**config.mk**
```make
export PLATFORM = sky130hd
export DESIGN_NAME = uart_modem_line_ctrl
export DESIGN_NICKNAME = d
export VERILOG_FILES = /design/src/uart_mcls_pkg.sv /design/src/uart_modem_line_ctrl.sv
export SDC_FILE = /design/constraint.sdc
export NUM_CORES = 1
export LEC_CHECK = 0
export BUFFER_PORTS_ARGS = -buffer_cell sky130_fd_sc_hd__buf_2
export CORE_AREA = 10 10 95 97
export DETAILED_ROUTE_END_ITERATION = 10
export DIE_AREA = 0 0 105 107
export GPL_TIMING_DRIVEN = 1
export PLACE_DENSITY = 0.48
export RECOVER_POWER = 25
export SYNTH_ARGS = -nofsm -noshare
export SYNTH_HDL_FRONTEND = slang
export SYNTH_SLANG_ARGS = --single-unit
```
**constraint.sdc**
```tcl
create_clock -name CLK -period 1.7 [get_ports CLK]
set_input_delay 0.51 -clock CLK [delete_from_list [all_inputs] [get_ports CLK]]
set_output_delay 0.51 -clock CLK [all_outputs]
set_load 0.005 [all_outputs]
```
**src/uart_mcls_pkg.sv**
```systemverilog
// package for the modem control and line status block of one uart channel
// assumes a single 40 MHz clock and a byte-wide register port
package uart_mcls_pkg;

	// --------------------------------
	// register offsets
	// --------------------------------
	localparam logic [3:0] OFF_MODEM_CONTROL = 4'h4;
	localparam logic [3:0] OFF_LINE_STATUS = 4'h5;
	localparam logic [3:0] OFF_INT_STATUS = 4'h8;
	localparam logic [3:0] OFF_INT_MASK = 4'h9;

	// --------------------------------
	// reset values and masks
	// --------------------------------
	localparam logic [7:0] MODEM_CONTROL_RESET = 8'h00;
	localparam logic [7:0] MODEM_CONTROL_WMASK = 8'hbf;
	localparam logic [5:0] INT_RESET = 6'h00;

	// --------------------------------
	// interrupt bit positions
	// --------------------------------
	localparam int INT_OVERRUN = 0;
	localparam int INT_PARITY = 1;
	localparam int INT_FRAMING = 2;
	localparam int INT_BREAK = 3;
	localparam int INT_THR_EMPTY = 4;
	localparam int INT_TSR_EMPTY = 5;
	localparam int INT_BITS = 6;

	// modem_control layout, bit 7 down to bit 0
	typedef struct packed {
		logic half_stop;
		logic rsvd;
		logic auto_flow_enable;
		logic loop;
		logic aux_out_b;
		logic aux_out_a;
		logic rts;
		logic dtr;
	} modem_control_s;

	// line_status layout, bit 7 down to bit 0
	typedef struct packed {
		logic fifo_err;
		logic tsr_empty;
		logic thr_empty;
		logic brk;
		logic framing;
		logic parity;
		logic overrun;
		logic rx_avail;
	} line_flags_s;

	// modem handshake lines, active high meaning asserted
	typedef struct packed {
		logic dcd;
		logic ri;
		logic dsr;
		logic cts;
	} modem_lines_s;

endpackage

```
**src/uart_modem_line_ctrl.sv**
```systemverilog
// modem control and line status registers of one uart channel
// assumes the uart core supplies line flags on CLK and pins arrive asynchronously
// --------------------------------
// --------------------------------
`timescale 1ns/10ps

module uart_modem_line_ctrl import uart_mcls_pkg::*; (
	input wire logic CLK,
	input wire logic RST,
	input wire logic [3:0] ADDR,
	input wire logic [7:0] WDATA,
	input wire logic WR,
	input wire logic RD,
	output logic [7:0] RDATA,
	input wire line_flags_s LINE_FLAGS,
	input wire logic RX_ROOM,
	input wire logic TXD_CORE,
	output logic RXD_CORE,
	output modem_lines_s MODEM_SEEN,
	output logic TX_ALLOW,
	output logic AUTO_RTS_ON,
	output logic AUTO_CTS_ON,
	output logic HALF_STOP,
	output logic IRQ,
	input wire logic RXD,
	input wire logic CTS_N,
	input wire logic DSR_N,
	input wire logic RI_N,
	input wire logic DCD_N,
	output logic TXD,
	output logic DTR_N,
	output logic RTS_N,
	output logic AUX_A_N,
	output logic AUX_B_N
);

	// --------------------------------
	// state
	// --------------------------------
	typedef struct packed {
		modem_control_s modem_control;
		logic [INT_BITS-1:0] int_stat;
		logic [INT_BITS-1:0] int_mask;
		line_flags_s flags_prev;
		logic [7:0] rdata;
		logic [4:0] sync1;
		logic [4:0] sync2;
		modem_lines_s seen;
		logic rxd_core;
		logic txd;
		logic dtr_n;
		logic rts_n;
		logic aux_a_n;
		logic aux_b_n;
	} state_s;

	state_s state;
	state_s next_state;

	function automatic logic hit(input logic [3:0] a, input logic [3:0] off);
		hit = (a == off);
	endfunction

	logic [INT_BITS-1:0] events;
	logic [INT_BITS-1:0] w1c;
	logic auto_rts;
	logic auto_cts;
	logic diag;
	modem_lines_s pins;

	// --------------------------------
	// combinational next state
	// --------------------------------
	always_comb begin
		next_state = state;
		// sync2 order: rxd, dcd, ri, dsr, cts (inputs active low except rxd)
		next_state.sync1 = {RXD, DCD_N, RI_N, DSR_N, CTS_N};
		next_state.sync2 = state.sync1;
		pins.cts = ~state.sync2[0];
		pins.dsr = ~state.sync2[1];
		pins.ri = ~state.sync2[2];
		pins.dcd = ~state.sync2[3];

		// write of modem_control, reserved bit 6 stays zero
		if (WR && hit(ADDR, OFF_MODEM_CONTROL)) begin
			next_state.modem_control = modem_control_s'(WDATA & MODEM_CONTROL_WMASK);
		end
		if (WR && hit(ADDR, OFF_INT_MASK)) begin
			next_state.int_mask = WDATA[INT_BITS-1:0];
		end

		auto_cts = state.modem_control.auto_flow_enable;
		auto_rts = state.modem_control.auto_flow_enable & state.modem_control.rts;
		diag = ~state.modem_control.auto_flow_enable;

		// rising edges of the core flags except rx_avail and fifo_err are the interrupt events
		next_state.flags_prev = LINE_FLAGS;
		events[INT_OVERRUN] = LINE_FLAGS.overrun & ~state.flags_prev.overrun;
		events[INT_PARITY] = LINE_FLAGS.parity & ~state.flags_prev.parity;
		events[INT_FRAMING] = LINE_FLAGS.framing & ~state.flags_prev.framing;
		events[INT_BREAK] = LINE_FLAGS.brk & ~state.flags_prev.brk;
		events[INT_THR_EMPTY] = LINE_FLAGS.thr_empty & ~state.flags_prev.thr_empty;
		events[INT_TSR_EMPTY] = LINE_FLAGS.tsr_empty & ~state.flags_prev.tsr_empty;
		w1c = (WR && hit(ADDR, OFF_INT_STATUS)) ? WDATA[INT_BITS-1:0] : INT_RESET;
		// a new event beats a clear in the same cycle
		next_state.int_stat = (state.int_stat & ~w1c) | events;

		// read data stands only in the cycle after the strobe
		next_state.rdata = 8'h00;
		if (RD) begin
			if (hit(ADDR, OFF_MODEM_CONTROL)) begin
				next_state.rdata = state.modem_control;
			end else if (hit(ADDR, OFF_LINE_STATUS)) begin
				next_state.rdata = LINE_FLAGS;
			end else if (hit(ADDR, OFF_INT_STATUS)) begin
				next_state.rdata = {2'h0, state.int_stat};
			end else if (hit(ADDR, OFF_INT_MASK)) begin
				next_state.rdata = {2'h0, state.int_mask};
			end
		end

		// loopback routes the control bits to the modem inputs
		if (state.modem_control.loop) begin
			next_state.seen.cts = state.modem_control.rts;
			next_state.seen.dsr = state.modem_control.dtr;
			next_state.seen.ri = state.modem_control.aux_out_a;
			next_state.seen.dcd = state.modem_control.aux_out_b;
		end else begin
			next_state.seen = pins;
		end

		// transmit data comes back to the receiver in loopback or diagnostic mode
		if (state.modem_control.loop || diag) begin
			next_state.rxd_core = TXD_CORE;
		end else begin
			next_state.rxd_core = state.sync2[4];
		end

		// pins are held inactive in loopback so the far end sees an idle line
		if (state.modem_control.loop) begin
			next_state.txd = 1'b1;
			next_state.dtr_n = 1'b1;
			next_state.rts_n = 1'b1;
			next_state.aux_a_n = 1'b1;
			next_state.aux_b_n = 1'b1;
		end else begin
			next_state.txd = TXD_CORE;
			next_state.dtr_n = ~state.modem_control.dtr;
			// auto rts asserts only while the receive side has room
			next_state.rts_n = auto_rts ? ~RX_ROOM : ~state.modem_control.rts;
			next_state.aux_a_n = ~state.modem_control.aux_out_a;
			next_state.aux_b_n = ~state.modem_control.aux_out_b;
		end

		if (RST) begin
			next_state.modem_control = modem_control_s'(MODEM_CONTROL_RESET);
			next_state.int_stat = INT_RESET;
			next_state.int_mask = INT_RESET;
			next_state.flags_prev = '0;
			next_state.rdata = 8'h00;
			next_state.seen = '0;
			next_state.rxd_core = 1'b1;
			next_state.txd = 1'b1;
			next_state.dtr_n = 1'b1;
			next_state.rts_n = 1'b1;
			next_state.aux_a_n = 1'b1;
			next_state.aux_b_n = 1'b1;
		end
	end

	always_ff @(posedge CLK) begin
		state <= next_state;
	end

	// --------------------------------
	// outputs
	// --------------------------------
	assign RDATA = state.rdata;
	assign RXD_CORE = state.rxd_core;
	assign MODEM_SEEN = state.seen;
	assign AUTO_RTS_ON = auto_rts;
	assign AUTO_CTS_ON = auto_cts;
	// auto cts stalls the transmitter while the far end withholds cts
	assign TX_ALLOW = ~auto_cts | state.seen.cts;
	assign HALF_STOP = state.modem_control.half_stop;
	assign IRQ = |(state.int_stat & state.int_mask);
	assign TXD = state.txd;
	assign DTR_N = state.dtr_n;
	assign RTS_N = state.rts_n;
	assign AUX_A_N = state.aux_a_n;
	assign AUX_B_N = state.aux_b_n;

	// --------------------------------
	// assertions
	// --------------------------------
	a_dtr_level: assert property (@(posedge CLK) disable iff (RST)
		!state.modem_control.loop ##1 !$past(state.modem_control.loop) |-> DTR_N == !$past(state.modem_control.dtr))
		else $error("dtr pin does not follow control bit");

	a_rts_manual: assert property (@(posedge CLK) disable iff (RST)
		(!state.modem_control.loop && !auto_rts) |=> RTS_N == !$past(state.modem_control.rts))
		else $error("rts pin does not follow control bit");

	a_loop_ri: assert property (@(posedge CLK) disable iff (RST)
		state.modem_control.loop |=> MODEM_SEEN.ri == $past(state.modem_control.aux_out_a))
		else $error("ring indicator not looped from aux a");

	a_loop_dcd: assert property (@(posedge CLK) disable iff (RST)
		state.modem_control.loop |=> MODEM_SEEN.dcd == $past(state.modem_control.aux_out_b))
		else $error("carrier detect not looped from aux b");

	a_loop_enable: assert property (@(posedge CLK) disable iff (RST)
		(WR && ADDR == OFF_MODEM_CONTROL) |=> state.modem_control.loop == $past(WDATA[4]))
		else $error("loopback bit not written");

	a_diag_echo: assert property (@(posedge CLK) disable iff (RST)
		!state.modem_control.auto_flow_enable |=> RXD_CORE == $past(TXD_CORE))
		else $error("diagnostic mode does not echo transmit data");

	a_auto_both: assert property (@(posedge CLK) disable iff (RST)
		(state.modem_control.auto_flow_enable && state.modem_control.rts) |-> (AUTO_RTS_ON && AUTO_CTS_ON))
		else $error("auto rts and cts not both on");

	a_auto_cts_only: assert property (@(posedge CLK) disable iff (RST)
		(state.modem_control.auto_flow_enable && !state.modem_control.rts) |-> (!AUTO_RTS_ON && AUTO_CTS_ON))
		else $error("auto cts only mode wrong");

	a_auto_off: assert property (@(posedge CLK) disable iff (RST)
		!state.modem_control.auto_flow_enable |-> (!AUTO_RTS_ON && !AUTO_CTS_ON && TX_ALLOW))
		else $error("automatic flow control not off");

	a_half_stop: assert property (@(posedge CLK) disable iff (RST)
		(WR && ADDR == OFF_MODEM_CONTROL) |=> HALF_STOP == $past(WDATA[7]))
		else $error("half stop output does not follow bit 7");

	a_lsr_read: assert property (@(posedge CLK) disable iff (RST)
		(RD && ADDR == OFF_LINE_STATUS) |=> RDATA == $past(LINE_FLAGS))
		else $error("line status read does not return flags");

	a_loop_pins: assert property (@(posedge CLK) disable iff (RST)
		state.modem_control.loop [*2] |-> (TXD && DTR_N && RTS_N))
		else $error("pins not held inactive in loopback");

	a_irq_level: assert property (@(posedge CLK) disable iff (RST)
		IRQ == |(state.int_stat & state.int_mask))
		else $error("interrupt output disagrees with status");

	// --------------------------------
	// loopback and pin routing checks
	// --------------------------------
	a_loop_cts: assert property (@(posedge CLK) disable iff (RST)
		state.modem_control.loop |=> MODEM_SEEN.cts == $past(state.modem_control.rts))
		else $error("clear to send not looped from rts bit");

	a_loop_dsr: assert property (@(posedge CLK) disable iff (RST)
		state.modem_control.loop |=> MODEM_SEEN.dsr == $past(state.modem_control.dtr))
		else $error("data set ready not looped from dtr bit");

	a_loop_echo: assert property (@(posedge CLK) disable iff (RST)
		state.modem_control.loop |=> RXD_CORE == $past(TXD_CORE))
		else $error("loopback does not return transmit data");

	a_txd_pass: assert property (@(posedge CLK) disable iff (RST)
		!state.modem_control.loop |=> TXD == $past(TXD_CORE))
		else $error("transmit pin does not follow core data");

	a_aux_a_pin: assert property (@(posedge CLK) disable iff (RST)
		!state.modem_control.loop |=> AUX_A_N == !$past(state.modem_control.aux_out_a))
		else $error("aux a pin does not follow control bit");

	a_aux_b_pin: assert property (@(posedge CLK) disable iff (RST)
		!state.modem_control.loop |=> AUX_B_N == !$past(state.modem_control.aux_out_b))
		else $error("aux b pin does not follow control bit");

	// --------------------------------
	// flow control and register checks
	// --------------------------------
	a_auto_rts_room: assert property (@(posedge CLK) disable iff (RST)
		(!state.modem_control.loop && auto_rts) |=> RTS_N == !$past(RX_ROOM))
		else $error("auto rts does not follow receive room");

	a_cts_stall: assert property (@(posedge CLK) disable iff (RST)
		(AUTO_CTS_ON && !MODEM_SEEN.cts) |-> !TX_ALLOW)
		else $error("transmitter allowed while cts withheld");

	a_cts_pass: assert property (@(posedge CLK) disable iff (RST)
		(AUTO_CTS_ON && MODEM_SEEN.cts) |-> TX_ALLOW)
		else $error("transmitter stalled while cts given");

	a_mcr_read: assert property (@(posedge CLK) disable iff (RST)
		(RD && ADDR == OFF_MODEM_CONTROL) |=> RDATA == $past(state.modem_control))
		else $error("modem control read does not return register");

	a_mcr_hold: assert property (@(posedge CLK) disable iff (RST)
		!(WR && ADDR == OFF_MODEM_CONTROL) |=> $stable(state.modem_control))
		else $error("modem control changed without a write");

	a_rsvd_zero: assert property (@(posedge CLK) disable iff (RST)
		state.modem_control.rsvd == 1'b0)
		else $error("reserved control bit set");

	a_rdata_idle: assert property (@(posedge CLK) disable iff (RST)
		!RD |=> RDATA == 8'h00)
		else $error("read data stands without a read");

	a_int_clear: assert property (@(posedge CLK) disable iff (RST)
		(WR && ADDR == OFF_INT_STATUS && WDATA[0] && !events[0]) |=> !state.int_stat[0])
		else $error("interrupt status bit not cleared by write");

	a_rts_loop: assert property (@(posedge CLK) disable iff (RST)
		state.modem_control.loop |=> (RTS_N && AUX_A_N && AUX_B_N))
		else $error("control pins not idle in loopback");

	generate
		for (genvar i = 0; i < INT_BITS; i++) begin : g_sticky
			a_sticky_set: assert property (@(posedge CLK) disable iff (RST)
				events[i] |=> state.int_stat[i])
				else $error("event lost from interrupt status");
		end
	endgenerate

	c_loopback: cover property (@(posedge CLK) disable iff (RST) $rose(state.modem_control.loop));
	c_auto_flow: cover property (@(posedge CLK) disable iff (RST) AUTO_RTS_ON && !RX_ROOM);
	c_irq: cover property (@(posedge CLK) disable iff (RST) $rose(IRQ));
	c_lsr_read: cover property (@(posedge CLK) disable iff (RST) RD && ADDR == OFF_LINE_STATUS);
	c_loop_echo: cover property (@(posedge CLK) disable iff (RST) state.modem_control.loop && !TXD_CORE);

endmodule // uart_modem_line_ctrl

```
# After elaboration in Yosys (flattened, before gate mapping)
# Cells that the tools add are included.
dict set report classes {
  add_sub_neg 0
  n_mul 0
  div_mod_pow 0
  order_cmp 0
  eq_ne 4
  shift 0
  n_mux 8
  bitwise_logic 29
  n_reduce_logical 8
}
# op n
set op_table {}
lappend op_table {{2-to-1 mux 6 bit} 3}
lappend op_table {{NOT 1 bit} 17}
lappend op_table {{2-to-1 mux 8 bit} 2}
lappend op_table {{bitwise AND 6 bit} 2}
lappend op_table {{equality test 4 x 3 -> 1 bit (second input constant)} 2}
lappend op_table {{equality test 4 bit (second input constant)} 2}
lappend op_table {{bitwise AND 1 bit} 7}
lappend op_table {{NOT 6 bit} 1}
lappend op_table {{OR 6 bit} 1}
lappend op_table {{OR reduction 6 bit} 1}
lappend op_table {{2-to-1 mux 4 bit} 1}
lappend op_table {{OR reduction 2 bit} 2}
lappend op_table {{logical AND 1 bit} 3}
lappend op_table {{OR reduction 3 bit} 1}
lappend op_table {{2-to-1 mux 1 bit} 2}
lappend op_table {{logical OR 1 bit} 1}
lappend op_table {{OR 1 bit} 1}
dict set report word_totals {
  reg_bits 53
  latchBits 0
  mem_bits_rw 0
  mem_bits_ro 0
  output_inout_bits 23
  elab_cells 78
  mem_count 0
}

# Logic depth before layout (Yosys ltp)
# Gate-level depths: netlist (run 1).
dict set report logic_depth {
  depth_word 6
  mapped_depth 5
  ltp_nobuf 3
}

# Worst setup path after synthesis (run 1)
# OpenSTA, ideal clock, no wires.
dict set report synth_path {
  path_kind {input to register}
  start {input ADDR[0]}
  end {register state (netlist bit RDATA[0])}
  setup_time_ps 128
  t_arrival_ps 1344
  required_time_ps 1572
  slack_ps 228
  cell_stages 4
  path_cell_list {buf_6 > or4b_4 > o21ai_1 > a31oi_1}
}
dict set report synth_between {
  elab_chain_len 5
  word_cells_on_any_way 8
  cone_classes {eq/ne (4); mux (4)}
}
# element line
set synth_lines {}
lappend synth_lines {{start: declaration} uart_modem_line_ctrl.sv:10} ;# input wire logic [3:0] ADDR,
lappend synth_lines {{equality test 4 bit} uart_modem_line_ctrl.sv:61} ;# hit = (a == off);
lappend synth_lines {{2-to-1 mux 6 bit} uart_modem_line_ctrl.sv:117} ;# end else if (hit(ADDR, OFF_INT_MASK)) begin
lappend synth_lines {{2-to-1 mux 6 bit} uart_modem_line_ctrl.sv:115} ;# end else if (hit(ADDR, OFF_INT_STATUS)) begin
lappend synth_lines {{2-to-1 mux 8 bit} uart_modem_line_ctrl.sv:113} ;# end else if (hit(ADDR, OFF_LINE_STATUS)) begin
lappend synth_lines {{2-to-1 mux 8 bit *} uart_modem_line_ctrl.sv:111} ;# if (hit(ADDR, OFF_MODEM_CONTROL)) begin
lappend synth_lines {{end signal: assignment} uart_modem_line_ctrl.sv:172} ;# state <= next_state;
lappend synth_lines {{end: declaration} uart_modem_line_ctrl.sv:57} ;# state_s state;
# Mark *: on every way between the ends. The rest lies on a longest branch, timed or not.
# A chain may end at the register's enable or synchronous reset.

# Worst setup path after layout (run 1)
dict set report layout_path {
  start {register state[45] (netlist name)}
  end {output IRQ}
}
dict set report layout_between {
  elab_chain_len 2
}
# element line
set layout_lines {}
lappend layout_lines {{bitwise AND 6 bit} uart_modem_line_ctrl.sv:186} ;# assign IRQ = |(state.int_stat & state.int_mask);
lappend layout_lines {{OR reduction 6 bit} uart_modem_line_ctrl.sv:186}
lappend layout_lines {{end: declaration} uart_modem_line_ctrl.sv:24} ;# output logic IRQ,
# No other way between the ends.

==> impl_results.md, run 1 <==
* Global-route wire length before repair at 8.35 mm
* Core area at 7140 um2
* CP startpoint kind: register
* Metal2 WL at 2.47 mm
* Rel. slew slack at 61.6%
* Die H at 107 um
* Post-CTS Setup Repair Bufs at 0
* Initial Util at 29.0%
* Routed via count at 1540
* Clock-pin slew on the worst setup and hold paths at 90 ps
* Post-synthesis cell type count at 36
* Achievable frequency at 0.630 GHz
* Layout area overhead at 20.3%
* Largest area contributor in the netlist: dfxtp_1
* Placed insts at 348
* Final instance area at 2490 um2
* Worst skew pair latency at 300 ps
* Post-Syn Area at 2070 um2
* # hold bufs at CTS at 0
* CTS Buffer Depth at 2
* TritonCTS Buffers at 5
* Final setup vio count at 0
* CTS tree: yes
* Critical Path Max Stage Delay at 340 ps
* Largest net degree at the start of global routing at 16
* Crit path DAT at 1080 ps
* Predominant post-synthesis flop cell: dfxtp_1
* DRC viols at 0
* Diodes inserted at 0
* Post-Route WL at 5.28 mm
* Post-DP HPWL at 4.10 mm
* Ys Warns at 0
* Seq/Total Area, Yosys at 51.2%
* Die X at 105 um
* GRT Total Usage at 9.38%
* Period Utilization, post-route at 93.3%
* Critical path type: register to primary output
* Count leader, synth: dfxtp_1
* Lkg Pwr at 1.08 nW
* FFs w/ async S/R, synth at 0%
* Die area at 11200 um2
* Multi-input logic area at 822 um2
* Register area at 1060 um2
* Synth Net Count at 240
* GR Overflow Total at 0
* Metal3 WL at 202 um
* Synth Instances at 209
* # IOs at 54
* First drt pass iteration count at 6
* Largest cells by area after synthesis: dfxtp_1 (51%), nand2b_1 (6.9%), mux2i_1 (5.8%)
* Actual slew at the worst max-slew pin at 576 ps
* Setup TNS at 0 ps
* HP Class: input pin to register
* Seq cells post-synth at 53
* GP Congestion at 0.781
* Initial antenna violation count at 0
* Via/cell ratio at 4.33
* Critical Path RT at 1190 ps
* Vias in the first global route at 1579
* Fraction of layout cells with a size suffix above 1 at 28.0%
* DR WL/cell at 14.8 um
* Fill cell count at 772
* Final antenna-violating net count at 0
* Syn avg cell area at 9.91 um2
* Top cells by count, synth: dfxtp_1 (53), nand2b_1 (23), buf_4 (12), mux2i_1 (12), nand2_1 (11)
* Final Hold Viols at 0
* Final Max Tran Viols at 0
* Placed inst area at 2380 um2
* Final Critical Period at 1590 ps
* Layout Skew at 6.80 ps
* Row count at 31
* DRT iter0 DRCs at 55
* Worst path cell trace: a22oi_1 -> nand3_1 -> buf_2
* Buffers on Ports at 52
* Slowest CP cell: dfxtp_1
* Critical Path End Type: primary output
* CTS sink count at 53
* RSZ-0062 raised after global routing: false
* Pwr per Cell Area at 961 nW/um2
* Number of flops mapped to enable cells by yosys at 0
* Cell Count, Final, Fillers Out at 356
* Wire length on met1 at 2.54 mm
* Max Used Layer: met4
* H-tree depth at 2
* Fin nets at 287
* Maxcap violations at 0
* Post-CTS Resized at 0
* CP Max Fanout at 3
* Status: complete, no violations
* CTS root buf: clkbuf_8
* Share of the synthesized area in the top cell type at 51.2%
* Max VDD drop at 0.327 mV
worst max-delay path, delay by kind of cell, from the launching register on:
kind	cells	cell delay [ps]
compound gates	1	190
buf+inv	1	140
flops	1	340
simple gates	1	110
cells by family after synthesis:
family          count (synthesis)  synth area share (%)
compound gates                 34                  11.3
buf+inv                        32                  9.06
flops                          53                  51.2
mux                            13                  6.34
simple gates                   77                  22.1
sequential cells by signal, summed over array words and instances, names as in the netlist:
register	cells
state	28
RDATA	8
next_state	5
MODEM_SEEN	4
AUTO_CTS_ON	1
AUX_A_N	1
AUX_B_N	1
DTR_N	1
HALF_STOP	1
RTS_N	1
RXD_CORE	1
TXD	1
cells in the final DEF (no fill, tap or decap), drive strengths merged:
cell type  instances
a32o               5
inv                9
nand2b            23
or4b               1
o21ai              8
nor3b              2
nand4b             1
mux2i             12
nor2               9
a31oi              6
mux2               1
nand3b             1
a311o              1
and2b              6
or3                1
bufinv             1
dfxtp             53
nor4               1
and3               1
and2               2
a21oi              4
buf               60
nand2             11
nand3              7
and3b              2
a211o              1
a22oi              9
clkbuf            10
nor2b              9
where the power goes:
part	leakage, nW	internal [mW]	total, mW	switching, mW
Sequential	0.437	1.29	1.31	0.0236
Combinational	0.582	0.0973	0.196	0.0986
Clock	0.0585	0.481	0.882	0.402
layer usage:
metal | GRT usage (%) | up-vias
met5 | 0 | -
met4 | 3.82 | 0
met3 | 2.34 | 5
met2 | 15.6 | 40
met1 | 11.4 | 701
li1 | - | 794
through the flow:
stage	total power [mW]	util (%)	setup slack (ps)	hold slack (ps)
floorplan	1.46	-	228	310
global placement	1.54	33.4	55.1	311
detailed placement	1.54	33.4	48.8	312
CTS	2.43	35.0	96.7	292
global route	2.51	34.9	53.4	283
finish	2.39	34.9	113	304
layout make-up:
type	instances	share of cell area [%]
timing repair buffer	63	13.4
tap	99	4.97
multi-input combinational	124	33.0
clock inverter	1	1.21
sequential	53	42.6
clock buffer	7	3.47
inverter	9	1.36
worst paths after layout:
check                          from                endpoint  slack [ps]  cells after the start
max            state[45]$_SDFF_PP0_                     IRQ         110                      3
min                           DSR_N  next_state[11]$_DFF_P_         300                      1
max reg2reg  state[52]$_SDFFE_PP0P_     RXD_CORE$_SDFF_PP1_         580                      2
min reg2reg  next_state[12]$_DFF_P_       state[12]$_DFF_P_         330                      0
Power figures use the tool's default switching activity.
==> inputs of run 2 (changes only) <==
BUFFER_PORTS_ARGS = -buffer_cell sky130_fd_sc_hd__clkbuf_2   (was -buffer_cell sky130_fd_sc_hd__buf_2)
CORE_AREA = 4 4 89 91   (was 10 10 95 97)
DIE_AREA = 0 0 93 95   (was 0 0 105 107)
==> impl_results.md, run 2 (synthesized netlist as in run 1, its figures left out) <==
* GR Overflow Total at 0 (unchanged)
* Critical Path End: IRQ
* Layout area overhead at 21.2%
* Via/cell ratio at 4.32 (-0.24%)
* Post-CTS Resized at 0 (unchanged)
* CTS sink count at 53 (unchanged)
* Setup TNS at 0 ps (unchanged)
* Initial Util at 29.0% (unchanged)
* Final Hold Viols at 0 (unchanged)
* Max VDD drop at 0.306 mV (-6.4%)
* TritonCTS Buffers at 5 (unchanged)
* DR WL/cell at 13.8 um (-6.6%)
* Placed inst area at 2400 um2 (+0.63%)
* Final worst slack at 117 ps (+3.17 ps)
* CTS root buf: clkbuf_8
* CTS tree: yes
* Power share of the sequential group at 54.9% (about the same)
* Cell Count, Final, Fillers Out at 358 (+0.56%)
* Largest register FFs at 28 (unchanged)
* Placed insts at 350 (+0.57%)
* Layout Skew at 6.45 ps (-0.342 ps)
* Post-DP HPWL at 3.86 mm (-5.7%)
* CTS Buffer Depth at 2 (unchanged)
* Final Critical Period at 1580 ps (-3.17 ps)
* Crit path DAT at 1070 ps (about the same)
* Worst path cell trace: a22oi_1 -> nand3_1 -> clkbuf_2
* Pwr per Cell Area at 954 nW/um2 (-0.68%)
* Status: complete, no violations
* Psw at 0.522 mW (-0.40%)
* Vias in the first global route at 1490 (-5.6%)
* CP startpoint kind: register
* Die X at 93 um (-11%)
* Crit path from: state[45]$_SDFF_PP0_
* WHS at 302 ps (-1.68 ps)
* Global-route wire length before repair at 7.74 mm (-7.3%)
* Core area at 7140 um2 (unchanged)
* DRT iter0 DRCs at 67 (+22%)
* First drt pass iteration count at 4 (-2)
* Cell depth of the worst flop-to-flop path at 2 (unchanged)
* Buffers on Ports at 52 (unchanged)
* Critical path type: register to primary output
* Total power at 2.39 mW (about the same)
* RSZ-0062 raised after global routing: false
* Combinational Power Share at 8.3% (about the same)
* Achievable frequency at 0.632 GHz (+0.20%)
* Final antenna-violating net count at 0 (unchanged)
* Power share of the clock group at 36.8% (about the same)
* Clock-pin slew on the worst setup and hold paths at 90 ps (about the same)
* Sw frac at 21.8% (-0.10 points)
* Critical Path Max Stage Delay at 350 ps (about the same)
* HP Class: input pin to register
* CP Max Fanout at 3 (unchanged)
* DP Worst Slack at 62.0 ps (+13.2 ps)
* Critical path buffer and inverter count at 1 (unchanged)
* # IOs at 54 (unchanged)
* Post-CTS Setup Repair Bufs at 0 (unchanged)
* Fraction of layout cells with a size suffix above 1 at 29.0% (+0.94 points)
* Largest Register: state
* Most common cell after layout, fill and taps aside: dfxtp_1
* Worst hold stages at 1 (unchanged)
* Final setup vio count at 0 (unchanged)
* Maxcap violations at 0 (unchanged)
* Routed via count at 1545 (+0.32%)
* Final instance area at 2510 um2 (+0.75%)
* H-tree depth at 2 (unchanged)
* Slowest CP cell: dfxtp_1
* Lkg Pwr at 1.09 nW (+1.5%)
* Largest net degree at the start of global routing at 18 (+2)
* Internal cell power at 1.87 mW (+0.20%)
* Rel. slew slack at 59.9% (-1.6 points)
* GP Congestion at 0.779 (-0.20%)
* Die H at 95 um (-11%)
* Critical Path RT at 1190 ps (about the same)
* Final Max Tran Viols at 0 (unchanged)
* RR Startpoint: state[52]$_SDFFE_PP0P_
* DRC viols at 0 (unchanged)
* Worst path depth at 3 (unchanged)
* Initial antenna violation count at 0 (unchanged)
* R2r setup slk at 560 ps (-20 ps)
* Period Utilization, post-route at 93.1% (-0.19 points)
* Post-Route WL at 4.95 mm (-6.1%)
* # hold bufs at CTS at 0 (unchanged)
* Worst skew pair latency at 300 ps (about the same)
* Die area at 8840 um2 (-21%)
* GRT Total Usage at 11.7% (+2.3 points)
* Row count at 31 (unchanged)
* Top delay family on crit path: flip-flops
* Fin nets at 289 (+0.70%)
* Diodes inserted at 0 (unchanged)
* Most frequent cells in the layout: dfxtp_1 (53), clkbuf_2 (51), nand2b_1 (23), mux2i_1 (12), buf_4 (12)
* Final Util at 35.2% (+0.26 points)
* Critical Path End Type: primary output
* Actual slew at the worst max-slew pin at 601 ps (+24.5 ps)
* Worst R2R End: RXD_CORE$_SDFF_PP1_
-- run 2: cell types whose count changed in the layout (fill, tap and decap cells not counted) --
cell / delta
clkbuf_1: -1
buf_2: -51
clkbuf_2: +51
buf_4: +3
-- run 2: worst min path at each step --
stage                                       from                      to
after floorplan           next_state[10]$_DFF_P_       state[10]$_DFF_P_
after global placement    next_state[13]$_DFF_P_       state[13]$_DFF_P_
after detailed placement  next_state[10]$_DFF_P_       state[10]$_DFF_P_
after CTS                                  DSR_N  next_state[11]$_DFF_P_
after global routing                         RXD  next_state[14]$_DFF_P_
final                                        RXD  next_state[14]$_DFF_P_
-- run 2: layout make-up --
cell class / count / area, um2
fillers: 788 / 4630
flip-flops and latches: 53 / 1060
multi-input cells: 124 / 822
repair buffers: 65 / 353
well taps: 99 / 124
clock buffers: 7 / 86.3
inverters: 9 / 33.8
clock inverters: 1 / 30.0
-- run 2: power by group through the flow --
stage	logic [mW]	registers, mW	clock network (mW)
floorplan	0.121	1.34	0
global placement	0.202	1.34	0
detailed placement	0.203	1.35	0
CTS	0.204	1.32	0.911
global route	0.220	1.32	0.965
finish	0.199	1.32	0.881
-- run 2: routing by layer --
metal / global-route usage, % / vias up / wire, um
met1: 14.8 / 699 / 2290
met4: 4.76 / 0 / 74
met3: 2.63 / 5 / 239
met5: 0 / - / 0
met2: 19.2 / 46 / 2350
li1: - / 795 / -
==> inputs of run 3 (changes only) <==
CORE_AREA = 4 4 70 72   (was 4 4 89 91)
CTS_CLUSTER_DIAMETER = 200   (was unset)
DIE_AREA = 0 0 74 76   (was 0 0 93 95)
PLACE_DENSITY = 0.73   (was 0.48)
RECOVER_POWER = 50   (was 25)
==> impl_results.md, run 3 (synthesized netlist as in run 1, its figures left out) <==
* Status: complete, no violations
* Power share of the sequential group at 59.5% (+4.6 points)
* Actual slew at the worst max-slew pin at 522 ps (-78.5 ps)
* Final setup vio count at 0 (unchanged)
* Period Utilization, post-route at 93.5% (+0.34 points)
* Post-CTS Setup Repair Bufs at 0 (unchanged)
* Final antenna-violating net count at 0 (unchanged)
* Hold path startpoint: CTS_N
* Sw frac at 24.1% (+2.3 points)
* Buffers on Ports at 52 (unchanged)
* Max VDD drop at 0.493 mV (+61%)
* Achievable frequency at 0.629 GHz (-0.37%)
* HP Class: input pin to register
* Critical path buffer and inverter count at 1 (unchanged)
* Core area at 4290 um2 (-40%)
* Fin nets at 286 (-1.0%)
* Fraction of layout cells with a size suffix above 1 at 26.6% (-2.4 points)
* CTS tree: yes
* # IOs at 54 (unchanged)
* Final worst slack at 111 ps (-5.85 ps)
* Diodes inserted at 0 (unchanged)
* CTS root buf: clkbuf_8
* Cell depth of the worst flop-to-flop path at 2 (unchanged)
* Largest net degree at the start of global routing at 18 (unchanged)
* Placed inst area at 2320 um2 (-3.4%)
* Final Critical Period at 1590 ps (+5.85 ps)
* Most common cell after layout, fill and taps aside: dfxtp_1
* CTS sink count at 53 (unchanged)
* Worst path cell trace: a22oi_1 -> nand3_1 -> clkbuf_2
* Psw at 0.534 mW (+2.3%)
* Row count at 24 (-23%)
* H-tree depth at 2 (unchanged)
* Top delay family on crit path: flip-flops
* GRT Total Usage at 17.1% (+5.4 points)
* Maxcap violations at 0 (unchanged)
* Die area at 5620 um2 (-36%)
* DRC viols at 0 (unchanged)
* Largest Register: state
* DRT iter0 DRCs at 67 (unchanged)
* Internal cell power at 1.68 mW (-10%)
* Critical Path RT at 1190 ps (about the same)
* Die X at 74 um (-20%)
* Vias in the first global route at 1547 (+3.8%)
* Final instance area at 2390 um2 (-4.8%)
* Worst skew pair latency at 310 ps (about the same)
* TritonCTS Buffers at 5 (unchanged)
* Critical Path End Type: primary output
* Final Max Tran Viols at 0 (unchanged)
* Die H at 76 um (-20%)
* Initial Util at 48.2% (+19 points)
* Post-Route WL at 4.42 mm (-11%)
* Pwr per Cell Area at 926 nW/um2 (-2.9%)
* Critical path type: register to primary output
* Crit path DAT at 1080 ps (about the same)
* Layout area overhead at 15.3%
* GP Congestion at 0.822 (+5.5%)
* CTS Buffer Depth at 2 (unchanged)
* CP Max Fanout at 3 (unchanged)
* Worst Hold End: next_state[10]$_DFF_P_
* R2r setup slk at 570 ps (about the same)
* CP startpoint kind: register
* RR Startpoint: state[52]$_SDFFE_PP0P_
* Worst hold stages at 1 (unchanged)
* RSZ-0062 raised after global routing: false
* Setup TNS at 0 ps (unchanged)
* Clock-pin slew on the worst setup and hold paths at 90 ps (about the same)
* Layout Skew at 5.11 ps (-1.34 ps)
* Final Hold Viols at 0 (unchanged)
* DP Worst Slack at 87.4 ps (+25.4 ps)
* Slowest CP cell: dfxtp_1
* Critical Path Max Stage Delay at 340 ps (about the same)
* # hold bufs at CTS at 0 (unchanged)
* Routed via count at 1537 (-0.52%)
* Global-route wire length before repair at 7.25 mm (-6.3%)
* Rel. slew slack at 65.2% (+5.2 points)
* Via/cell ratio at 4.99 (+16%)
* Combinational Power Share at 8.6% (+0.3 points)
* Lkg Pwr at 1.05 nW (-4.1%)
* Worst R2R End: RXD_CORE$_SDFF_PP1_
* Most frequent cells in the layout: dfxtp_1 (53), clkbuf_2 (50), nand2b_1 (23), mux2i_1 (12), nand2_1 (11)
* Power share of the clock group at 31.9% (-4.9 points)
* GR Overflow Total at 0 (unchanged)
* First drt pass iteration count at 4 (unchanged)
* Largest register FFs at 28 (unchanged)
* Post-DP HPWL at 3.46 mm (-10%)
* Initial antenna violation count at 0 (unchanged)
* DR WL/cell at 14.4 um (+3.8%)
run 3: power groups by stage:
stage	registers [mW]	logic (mW)	clock network, mW
floorplan	1.34	0.121	0
global placement	1.34	0.192	0
detailed placement	1.34	0.196	0
CTS	1.32	0.197	0.727
global route	1.32	0.211	0.783
finish	1.32	0.189	0.707
run 3: how the worst max path moves through the flow:
stage / endpoint / depth (start not counted) / slack, ps / from
after floorplan: RDATA[0]$_SDFF_PP0_ / 4 / 230 / ADDR[0]
after global placement: RDATA[2]$_SDFF_PP0_ / 4 / 110 / ADDR[1]
after detailed placement: RDATA[4]$_SDFF_PP0_ / 4 / 90 / ADDR[1]
after CTS: IRQ / 3 / 90 / state[45]$_SDFF_PP0_
after global routing: IRQ / 3 / 30 / state[44]$_SDFF_PP0_
final: IRQ / 3 / 110 / state[44]$_SDFF_PP0_
run 3: metrics by stage:
| step | utilization (%) | hold WS (ps) | std cells | power (mW) |
|---|---|---|---|---|
| after floorplan | - | 310 | 209 | 1.46 |
| after global placement | 54.0 | 310 | 300 | 1.54 |
| after global routing | 55.6 | 277 | 308 | 2.32 |
| after CTS | 56.1 | 283 | 308 | 2.24 |
| final | 55.6 | 294 | 308 | 2.21 |
| after detailed placement | 54.0 | 312 | 300 | 1.54 |
run 3: routing by layer:
metal	up-vias	wire (um)	share of wire, %	GRT usage (%)
li1	789	-	-	-
met1	703	1940	44	20.8
met2	40	2160	49	27.7
met3	5	232	5.2	4.88
met4	0	86	1.9	7.07
met5	-	0	0	0
run 3: what timing repair did:
item / CTS / global route
endpoints found under the hold margin: 0 / 0
endpoints found under the setup margin: 0 / 1
resized for setup: 0 / 1
run 3: final cells by class:
cell class                 count  area (um2)
clock inverter                 3        21.3
timing repair buffer          62         318
inverter                       9        33.8
clock buffer                   5        68.8
tap                           52        65.1
sequential                    53        1060
multi-input combinational    124         821
fill                         395        1910
